$ cat src/inc/scan_trigger_pkg.sv
// Package with modes, request sources, timing and character constants for the scan trigger controller.
package scan_trigger_pkg;

  // Operating modes of the scanner.
  typedef enum logic [1:0] {
    MODE_SLAVE,
    MODE_SETUP,
    MODE_MAINT,
    MODE_MASTER
  } op_mode_t;

  // Request source that started the current acquisition.
  typedef enum logic [1:0] {
    SRC_NONE,
    SRC_BUTTON,
    SRC_COMMAND,
    SRC_EXTERNAL
  } req_src_t;

  // Clock rate and timing figures.
  localparam int CLK_HZ = 10_000_000;
  localparam int MS_PER_S = 1000;
  localparam int CYCLES_PER_MS = CLK_HZ / MS_PER_S;
  localparam int BUTTON_TIMEOUT_MS = 5000;
  localparam int BUTTON_TIMEOUT_CYCLES = BUTTON_TIMEOUT_MS * CYCLES_PER_MS;
  localparam int ILLUM_MS = 1000;
  localparam int ILLUM_CYCLES = ILLUM_MS * CYCLES_PER_MS;

  // Width of the millisecond timeout setting; zero means infinite.
  localparam int TIMEOUT_W = 15;
  localparam logic [TIMEOUT_W-1:0] TIMEOUT_INFINITE = 15'h0000;

  // Width of the cycle counters.
  localparam int CNT_W = 32;

  // Result character returned for a failed read.
  localparam logic [7:0] FAIL_CHAR = 8'h3F;

endpackage : scan_trigger_pkg

$ cat src/scan_trigger_controller.sv
// Reading-request controller for single-read acquisitions in slave mode.
// Overview of operation
// - A read request comes from the button, a start command, or external input.
// - Single read starts on request, outputs one result on success or timeout.
// - Edge mode starts acquisition only on an off-to-on request transition.
// - Any finite reading timeout selects edge-activated triggering.
// - Edge external request stops on successful read or timeout expiry.
// - Level mode keeps acquiring while the request stays on.
// - An infinite reading timeout selects level-activated triggering.
// - Level external request stops on successful read or external input off.
// - Linked control lights orange at start, off at illumination end or stop.
// - Linked control lights green or red at stop, off at illumination or start.
// - Linked control judges success or verification match when acquisition stops.
// - Entering slave mode turns all status indicators off.
// - Slave mode entered at power-up without button, or by the mode button or a command.
// - Mode changes come from the button or from communication commands.
// - A mode change without save reverts uncommitted settings.
// - Four operating modes exist: slave, setup, maintenance and master.
// - A failed read returns a single question-mark character.
`timescale 1ns/10ps
module scan_trigger_controller
  import scan_trigger_pkg::*;
#(
  parameter int ILLUM_TIME_CYCLES = ILLUM_CYCLES,
  parameter int BUTTON_TIME_CYCLES = BUTTON_TIMEOUT_CYCLES,
  parameter int TICKS_PER_MS = CYCLES_PER_MS
) (
  // Clock and reset.
  input wire logic clk,
  input wire logic reset,
  // Request sources.
  input wire logic button,
  input wire logic cmd_start,
  input wire logic cmd_stop,
  input wire logic ext_input,
  input wire logic ext_is_start,
  // Mode commands.
  input wire logic cmd_mode_valid,
  input wire op_mode_t cmd_mode,
  input wire logic button_mode,
  input wire logic cmd_save,
  // Configuration.
  input wire logic [TIMEOUT_W-1:0] timeout_ms,
  input wire logic linked_ctrl,
  input wire logic verify_en,
  // Decoder results.
  input wire logic decode_ok,
  input wire logic verify_match,
  // Acquisition and result outputs.
  output logic acquiring,
  output logic result_valid,
  output logic result_good,
  output logic result_fail_char_valid,
  output logic [7:0] result_char,
  // Status indicators.
  output logic led_orange,
  output logic led_green,
  output logic led_red,
  // Mode and settings status.
  output op_mode_t mode,
  output logic settings_revert
);

  typedef enum logic [1:0] {
    ST_IDLE,
    ST_ACQ
  } acq_state_t;

  typedef struct packed {
    acq_state_t state;
    req_src_t src;
    logic level_mode;
    logic [CNT_W-1:0] tmo_cnt;
    logic [CNT_W-1:0] tmo_limit;
    logic [CNT_W-1:0] illum_cnt;
    logic acquiring;
    logic result_valid;
    logic result_good;
    logic result_fail_char_valid;
    logic [7:0] result_char;
    logic led_orange;
    logic led_green;
    logic led_red;
    op_mode_t mode;
    logic powered;
    logic dirty;
    logic settings_revert;
    logic [TIMEOUT_W-1:0] cfg_shadow;
  } state_t;

  state_t cur;
  state_t next_cur;
  logic [2:0] rise;
  logic [2:0] levels;

  // Request levels: button, command start, and external input when assigned.
  assign levels = {ext_input & ext_is_start, cmd_start, button};

  scan_edge_detect #(.WIDTH(3)) u_edge (
    .clk(clk),
    .reset(reset),
    .level(levels),
    .rise(rise)
  );

  // Timeout in cycles for a finite setting; the button uses its own fixed time.
  function automatic logic [CNT_W-1:0] limit_of(input logic [TIMEOUT_W-1:0] ms,
                                               input logic is_button);
    logic [CNT_W-1:0] v;
    v = is_button ? CNT_W'(BUTTON_TIME_CYCLES) : CNT_W'(ms) * CNT_W'(TICKS_PER_MS);
    return v;
  endfunction : limit_of

  // Next-state logic for acquisition, indicators and mode handling.
  always_comb begin
    logic start;
    logic stop;
    logic infinite;
    req_src_t new_src;
    start = 1'b0;
    stop = 1'b0;
    new_src = SRC_NONE;
    next_cur = cur;
    next_cur.result_valid = 1'b0;
    next_cur.result_fail_char_valid = 1'b0;
    next_cur.settings_revert = 1'b0;
    infinite = (timeout_ms == TIMEOUT_INFINITE);
    // Power-up: slave mode unless the button is held.
    if (!cur.powered) begin
      next_cur.powered = 1'b1;
      next_cur.mode = button ? MODE_SETUP : MODE_SLAVE;
      next_cur.cfg_shadow = timeout_ms;
    end
    // Starting conditions; the button offers no level activation.
    // Every source starts on its rising edge, so one request gives one read in level mode too.
    // A mode change arriving in the same cycle takes precedence over a new start.
    if (cur.mode == MODE_SLAVE && cur.state == ST_IDLE && cur.powered
        && !(cmd_mode_valid || button_mode)) begin
      if (rise[0] && !infinite) begin
        new_src = SRC_BUTTON;
      end else if (infinite ? cmd_start && rise[1] : rise[1]) begin
        new_src = SRC_COMMAND;
      end else if (rise[2]) begin
        new_src = SRC_EXTERNAL;
      end
      start = (new_src != SRC_NONE);
    end
    // Stop conditions while acquiring.
    if (cur.state == ST_ACQ) begin
      if (decode_ok) begin
        stop = 1'b1;
      end else if (!cur.level_mode && cur.tmo_cnt + 1 >= cur.tmo_limit) begin
        stop = 1'b1;
      end else if (cur.level_mode && cur.src == SRC_EXTERNAL && !levels[2]) begin
        stop = 1'b1;
      end else if (cur.src == SRC_COMMAND && cmd_stop) begin
        stop = 1'b1;
      end else begin
        next_cur.tmo_cnt = cur.tmo_cnt + 1;
      end
    end
    if (start) begin
      next_cur.state = ST_ACQ;
      next_cur.src = new_src;
      next_cur.level_mode = infinite;
      next_cur.tmo_cnt = '0;
      next_cur.tmo_limit = limit_of(timeout_ms, new_src == SRC_BUTTON);
      next_cur.acquiring = 1'b1;
      if (linked_ctrl) begin
        next_cur.led_orange = 1'b1;
        next_cur.led_green = 1'b0;
        next_cur.led_red = 1'b0;
        next_cur.illum_cnt = '0;
      end
    end else if (stop) begin
      next_cur.state = ST_IDLE;
      next_cur.src = SRC_NONE;
      next_cur.tmo_cnt = '0;
      next_cur.acquiring = 1'b0;
      next_cur.result_valid = 1'b1;
      next_cur.result_good = verify_en ? decode_ok && verify_match : decode_ok;
      next_cur.result_fail_char_valid = !decode_ok;
      next_cur.result_char = FAIL_CHAR;
      if (linked_ctrl) begin
        next_cur.led_orange = 1'b0;
        next_cur.led_green = next_cur.result_good;
        next_cur.led_red = !next_cur.result_good;
        next_cur.illum_cnt = '0;
      end
    end else if (cur.led_orange || cur.led_green || cur.led_red) begin
      // Illumination period expiry extinguishes whatever is lit.
      if (cur.illum_cnt + 1 >= CNT_W'(ILLUM_TIME_CYCLES)) begin
        next_cur.led_orange = 1'b0;
        next_cur.led_green = 1'b0;
        next_cur.led_red = 1'b0;
        next_cur.illum_cnt = '0;
      end else begin
        next_cur.illum_cnt = cur.illum_cnt + 1;
      end
    end
    // Settings tracking: a changed timeout is uncommitted until saved.
    if (cmd_save) begin
      next_cur.cfg_shadow = timeout_ms;
      next_cur.dirty = 1'b0;
    end else if (cur.powered && timeout_ms != cur.cfg_shadow) begin
      next_cur.dirty = 1'b1;
    end
    // Mode changes from the button or from commands.
    if (cur.powered && (cmd_mode_valid || button_mode) && cur.state == ST_IDLE) begin
      next_cur.mode = cmd_mode_valid ? cmd_mode : MODE_SLAVE;
      next_cur.settings_revert = next_cur.dirty;
      next_cur.dirty = 1'b0;
      if (next_cur.mode == MODE_SLAVE) begin
        next_cur.led_orange = 1'b0;
        next_cur.led_green = 1'b0;
        next_cur.led_red = 1'b0;
      end
    end
  end

  // State register.
  always_ff @(posedge clk or posedge reset) begin
    if (reset) begin
      cur <= '0;
    end else begin
      cur <= next_cur;
    end
  end

  // Outputs straight from the state register.
  assign acquiring = cur.acquiring;
  assign result_valid = cur.result_valid;
  assign result_good = cur.result_good;
  assign result_fail_char_valid = cur.result_fail_char_valid;
  assign result_char = cur.result_char;
  assign led_orange = cur.led_orange;
  assign led_green = cur.led_green;
  assign led_red = cur.led_red;
  assign mode = cur.mode;
  assign settings_revert = cur.settings_revert;

endmodule : scan_trigger_controller

$ cat src/scan_edge_detect.sv
// Rising edge detector for the three request sources.
`timescale 1ns/10ps
module scan_edge_detect #(
  parameter int WIDTH = 3
) (
  // Clock and reset.
  input wire logic clk,
  input wire logic reset,
  // Levels in and one-cycle rising pulses out.
  input wire logic [WIDTH-1:0] level,
  output logic [WIDTH-1:0] rise
);

  logic [WIDTH-1:0] last;

  // Remember the previous level of each input.
  always_ff @(posedge clk or posedge reset) begin
    if (reset) begin
      last <= '0;
    end else begin
      last <= level;
    end
  end

  // Each bit rises independently.
  genvar i;
  generate
    for (i = 0; i < WIDTH; i++) begin : g_rise
      assign rise[i] = level[i] & ~last[i];
    end
  endgenerate

endmodule : scan_edge_detect

$ cat config.mk
export PLATFORM = sky130hd
export DESIGN_NAME = scan_trigger_controller
export DESIGN_NICKNAME = d
export VERILOG_FILES = /design/src/inc/scan_trigger_pkg.sv /design/src/scan_trigger_controller.sv /design/src/scan_edge_detect.sv
export SDC_FILE = /design/constraint.sdc
export NUM_CORES = 1
export LEC_CHECK = 0
export ABC_AREA = 1
export BUFFER_PORTS_ARGS = -buffer_cell sky130_fd_sc_hd__buf_2
export CAP_MARGIN = 40
export CORE_MARGIN = 2
export CORE_UTILIZATION = 45
export CTS_CLUSTER_DIAMETER = 120
export CTS_CLUSTER_SIZE = 40
export DETAILED_ROUTE_END_ITERATION = 12
export PLACE_DENSITY = 0.71
export SYNTH_ARGS = -nofsm -noshare
export SYNTH_HDL_FRONTEND = slang
export SYNTH_HIERARCHICAL = 1
export SYNTH_SLANG_ARGS = --single-unit
$ cat constraint.sdc
create_clock -name clk -period 5.32 [get_ports clk]
set_input_delay 1.064 -clock clk [delete_from_list [all_inputs] [get_ports clk]]
set_output_delay 1.064 -clock clk [all_outputs]
set_load 0.01 [all_outputs]
# Word level (Yosys, flattened, before mapping)
# Index checks and enable logic that the tools add are counted.
# op_classes
add_sub_neg	2
shift	0
n_reduce_logical	32
n_eq_ne	11
magnitude_cmp	2
n_bitwise	8
multipliers	1
n_mux	46
div_mod_pow	0
# op_table
op	n
$mux 32	11
$add 32x1->32 const B	2
$mux 33	1
$ge 32x24->1 const B	1
$ge 32x32->1	1
$mux 15	2
$mux 29	1
$mul 15x10->25 const B	1
$mux 3	8
$logic_not 15->1	1
$ne 15x15->1	1
$mux 2	7
$logic_and 1x1->1	13
$mux 12	1
$mux 1	11
$mux 11	1
$ne 3x2->1 const B	3
$mux 4	2
$logic_not 1->1	6
$logic_not 2->1	3
$reduce_bool 3->1	2
$mux 5	1
$reduce_and 5->1	1
$and 1x1->1	4
other kinds (9)	17
# totals
out_inout_bits	18
mem_bits_rw	0
word_cells	122
inputBits	31
memories	0
latch_bits	0
ff_bits	132
romBits	0

# Logic depth before layout (Yosys ltp)
# logic_depth
ltp_word	12
ltp_mapped	29
mapped_depth_nobuf	28

# Modules after synthesis
# The synthesis kept the hierarchy.
# by_module_without_submodules
mod	area_per_inst_um2	seq_area_each_um2	instances	cells_per_inst
scan_trigger_controller	10242.3	3002.9	1	1353
scan_edge_detect	108.9	75.1	1	10

# Worst setup path before layout
# No wires, ideal clock.
# synth_path
kind	input-to-reg
start	in timeout_ms[5]
end	reg cur[93] (netlist bit)
t_required_ns	5.203
n_path_buf	0
slack_ns	0.476
arrival_time_ns	4.727
setup_ns	0.117
cell_stages	20
cell_sequence	fa_1 ha_1 inv_1 fa_1 inv_1 ha_1 inv_1 fa_1 inv_1 ha_1 a21oi_1 o21bai_1 a21oi_1 o21ai_0 a31oi_1 o21ai_0 nand2_1 nand3_1 nand3_1 nand2_1
# synth_between
elab_chain_len	8
word_cells_on_any_way	13
cone_classes	mul: 1; eq/ne: 1; mux: 7; reduce/logical: 4
# synth_lines
element	line	source
start, declared	scan_trigger_controller.sv:43	input wire logic [TIMEOUT_W-1:0] timeout_ms,
branches (longest 8 deep; another with $mul 15x10->25)	n/a	
end signal, assigned	scan_trigger_controller.sv:226	cur <= next_cur;
end, declared	scan_trigger_controller.sv:91	state_t cur;
# Several ways; the timed one is not identified. The select of a mux whose other input is x is not followed.
# A chain may end at the register's enable or synchronous reset.

# Worst setup path in the final report
# layout_path
start	in timeout_ms[5]
end	reg cur[95] (netlist bit)
# The elaborated chain is that of the path after synthesis.

==> impl_table.tex <==
\begin{tabular}{lr}
\hline
Metric & Value \\
\hline
\multicolumn{2}{l}{\textbf{Final layout}} \\
Non-filler instance count after layout & about 1700 \\
Share of layout cells above drive strength 1 & 0.105 \\
Final antenna diode count & 0 \\
Count of filler cells inserted in the layout & 2183 \\
Signed area change from the synthesized netlist to the final layout & 9.69\% \\
Final Instance Area & around 11000 um2 \\
Final core utilization & 0.502 \\
Number of nets in the layout & 1573 \\
\multicolumn{2}{l}{\textbf{Setup path}} \\
Crit path max fanout & 5 \\
Category of the most critical setup path & primary input to register \\
Length in cells of the worst reg-to-reg path & 25 \\
Combined buffer and inverter count along the critical path & 5 \\
Depth of the critical timing path with buffers and inverters included & 21 \\
Crit end category & register \\
Most frequent CP cell & inv\_1 \\
Category of the worst setup path launch point & primary input \\
Crit path max-delay cell type & fa\_1 \\
CP Data Required Time & approximately 5.6 ns \\
Data arrival time of the worst path & approximately 5.2 ns \\
Worst path cell trace & buf\_2 > fa\_1 > ha\_1 > inv\_1 > fa\_1 > inv\_1 > ha\_1 > inv\_1 > fa\_1 > inv\_1 > ha\_1 > a21oi\_2 > o21bai\_1 > a21oi\_1 > o21ai\_0 > a31oi\_1 > o21ai\_1 > nand2\_1 > nand3\_1 > nand3\_1 > nand2\_1 \\
Largest stage delay, worst path & between 0.5 and 0.6 ns \\
Family with the most delay on the worst path & adder cells \\
\multicolumn{2}{l}{\textbf{Timing}} \\
Final TNS setup & 0 ns \\
RSZ-0062 raised after global routing & false \\
Number of setup violations in the final report & 0 \\
Tightest slew margin relative to the limit & 0.508 \\
Slew Viols, Final & 0 \\
Final critical-path required period & 4.89 ns \\
Final period utilization & 0.920 \\
Final hold violation count & 0 \\
Hold Slack & a little under 0.5 ns \\
Worst clock skew on the final layout & 0.0151 ns \\
Max Freq & around 0.20 GHz \\
Worst path setup slack after routing & between 0.4 and 0.5 ns \\
Transition at the pin with the smallest max-transition slack & roughly 0.73 ns \\
\multicolumn{2}{l}{\textbf{Power}} \\
Leakage power total & roughly 6 nW \\
Peak supply drop & 0.237 mV \\
Total power divided by cell area & 357 nW/um2 \\
Post-layout power & between 4 and 5 mW \\
\multicolumn{2}{l}{\textbf{Clocking}} \\
Clock tree from TritonCTS & yes \\
Setup fix buffers added after clock tree synthesis & 0 \\
Clk Tree Root Cell & clkbuf\_16 \\
Clock sink count & between 100 and 150 \\
Skew-Pair Late Insertion Delay & about 0.44 ns \\
TritonCTS buffer count & 17 \\
Number of buffers added to fix hold violations after cts & 0 \\
Clock-pin slew on the worst setup and hold paths & $\sim$0.06 ns \\
Count of cells resized by post-cts repair & 0 \\
\# H-tree levels & 4 \\
Buffers from clock root to sink, at most & 2 \\
\multicolumn{2}{l}{\textbf{Die}} \\
Core Box Area & approximately 23000 um2 \\
Number of rows created at floorplan & 55 \\
Number of top-level pins & about 50 \\
Die Ht & around 160 um \\
Initial core utilization & 0.457 \\
Die width & about 160 um \\
Full die area & 24200 um2 \\
\multicolumn{2}{l}{\textbf{Detailed routing}} \\
Total wirelength of the detailed-routed design & 23.2 mm \\
Via total after detailed routing & around 8700 \\
First drt pass iteration count & 5 \\
Vias per inst & 5.07 \\
Number of DRC markers after the initial detailed-route iteration & 500 \\
Routed WL per cell & approximately 14 um \\
Post-route antenna net violation count & 0 \\
\# DRC & 0 \\
\multicolumn{2}{l}{\textbf{Job}} \\
Max capacitance violation total & 0 \\
\multicolumn{2}{l}{\textbf{Place}} \\
Area post-placement & about 11000 um2 \\
Detailed-placement wirelength estimate & 17.8 mm \\
Pre-CTS setup slack & -0.0352 ns \\
Final Wtd Congestion & $\sim$0.93 \\
Number of buffers added on ports & 46 \\
Cell count after placement & between 1500 and 2000 \\
\multicolumn{2}{l}{\textbf{Global route}} \\
Largest net degree at the start of global routing & between 50 and 60 \\
Antenna violations before repair & 0 \\
Grt total ovfl & 0 \\
Number of global-route vias before repair & around 8500 \\
Wire length of the first global-routing pass & roughly 40 mm \\
Overall routing resource usage & 0.202 \\
\multicolumn{2}{l}{\textbf{Yosys}} \\
Synthesized area per cell & 7.59 um2 \\
Count of mapped cells out of synthesis & 1363 \\
Number of enable-type register cells in the synthesized netlist & 0 \\
Most used flip-flop cell after synthesis & dfrtp\_1 \\
Post-synthesis cell type count & 48 \\
Portion of synthesized cell area occupied by the leading cell type & 0.297 \\
Cell area after synthesis & roughly 10000 um2 \\
Most area-hungry cell type in the Yosys netlist & dfrtp\_1 \\
Warning count from the yosys run & 6 \\
Top cells by area in the synthesized netlist & dfrtp\_1, ha\_1, nand2\_1 \\
Share of flip-flops with an asynchronous set or reset after synthesis & 1.00 \\
FF+latch count, synth & between 100 and 150 \\
Sequential-to-total area share from yosys stat & 0.297 \\
\multicolumn{2}{l}{\textbf{Hold path}} \\
Hold depth & 2 \\
Worst hold path type & register to register \\
\multicolumn{2}{l}{\textbf{Outcome}} \\
Outcome & finished clean \\
\hline
\end{tabular}
-- where the power goes --
group	internal (mW)	switching, mW
Combinational	0.638	1.14
Sequential	1.08	0.101
Clock	0.603	0.487
Total	2.32	1.73
-- cells in the final DEF (no fill, tap or decap), types with 3 or more instances in the layout --
master	count
conb_1	3
buf_4	10
fa_1	32
nor2_4	13
nand4_1	36
clkinv_1	3
buf_2	44
a21o_1	3
ha_1	102
xnor2_1	18
clkbuf_16	17
o22ai_2	16
xor2_1	43
or2_2	3
clkinvlp_4	3
nand2_2	9
clkinv_2	3
nor2_1	102
a21oi_1	35
dfrtp_1	123
o21bai_1	8
nand2_1	315
nor4_1	4
inv_1	273
inv_6	5
nor3_1	19
nor2_2	7
nand3_1	63
o22ai_1	14
o21ai_0	59
o21ai_2	4
-- per-layer routing --
layer  vias to the layer above  wire length, um  GRT usage
met4                         0              325     0.0520
li1                       4375                -          -
met1                      4087            11400      0.274
met2                       161            10600      0.335
met5                         -                0          0
met3                        27              977     0.0364
-- area by class of cell --
type | instances | area [um2] | area share
flip-flops and latches | 123 | 3080 | 0.271
inverters | 280 | 1060 | 0.0934
clock inverters | 14 | 110 | 0.00970
well taps | 285 | 357 | 0.0314
repair buffers | 56 | 310 | 0.0273
multi-input cells | 930 | 6010 | 0.529
clock buffers | 18 | 429 | 0.0378
-- flip-flops by register name, summed over array words and instances (netlist names) --
signal,cells
cur,109
u_edge/last,3
mode,2
acquiring,1
led_green,1
led_orange,1
led_red,1
result_char,1
result_fail_char_valid,1
result_good,1
result_valid,1
settings_revert,1
-- worst paths after layout --
kind	from	endpoint	slack, ns
max	timeout_ms[5]	cur[95]	0.43
min	result_good	result_good	0.48
max reg2reg	cur[99]	cur[62]	0.73
min reg2reg	result_good	result_good	0.48
max in group asynchronous	reset	cur[119]	3.66
min in group asynchronous	reset	u_edge/last[2]	0.52
-- synthesized netlist by cell type (2+ instances only) --
cell	number
clkbuf_1	9
nand2_1	315
nand2_4	2
a21oi_1	36
conb_1	2
a21o_1	3
a211oi_1	2
nor3_1	19
o22ai_1	14
nand4_1	36
buf_4	11
xnor2_1	18
nor2_4	13
clkinv_1	3
ha_1	102
nor4_1	4
nor2_1	102
o21ai_2	4
o21ai_0	60
nand2_2	9
o22ai_2	16
inv_1	274
fa_1	32
nand3_1	63
buf_2	5
dfrtp_1	123
xor2_1	43
inv_2	2
nor2_2	7
nand3b_1	2
a31oi_1	2
o21bai_1	8
or2_2	3
buf_6	5
-- worst reg2reg max path, delay by kind of cell (launching register included) --
family          cells  cell delay (ns)
flops               1             0.44
buf+inv             4             0.45
xor+xnor            1             0.18
fa+ha+maj           2             0.51
compound gates      1             0.32
simple gates       17             2.56
-- kinds of logic (layout without fill, tap and decap cells) --
family	after synthesis	count (layout)	synth area share
AND/OR/NAND/NOR	579	579	0.248
buffers and inverters	311	368	0.123
AO/OA/AOI/OAI	153	153	0.0942
adder cells (fa/ha/maj)	134	134	0.185
flip-flops	123	123	0.297
XOR/XNOR	61	61	0.0516
other	2	3	0.000726
No activity file was read; power rests on OpenSTA's default activity.
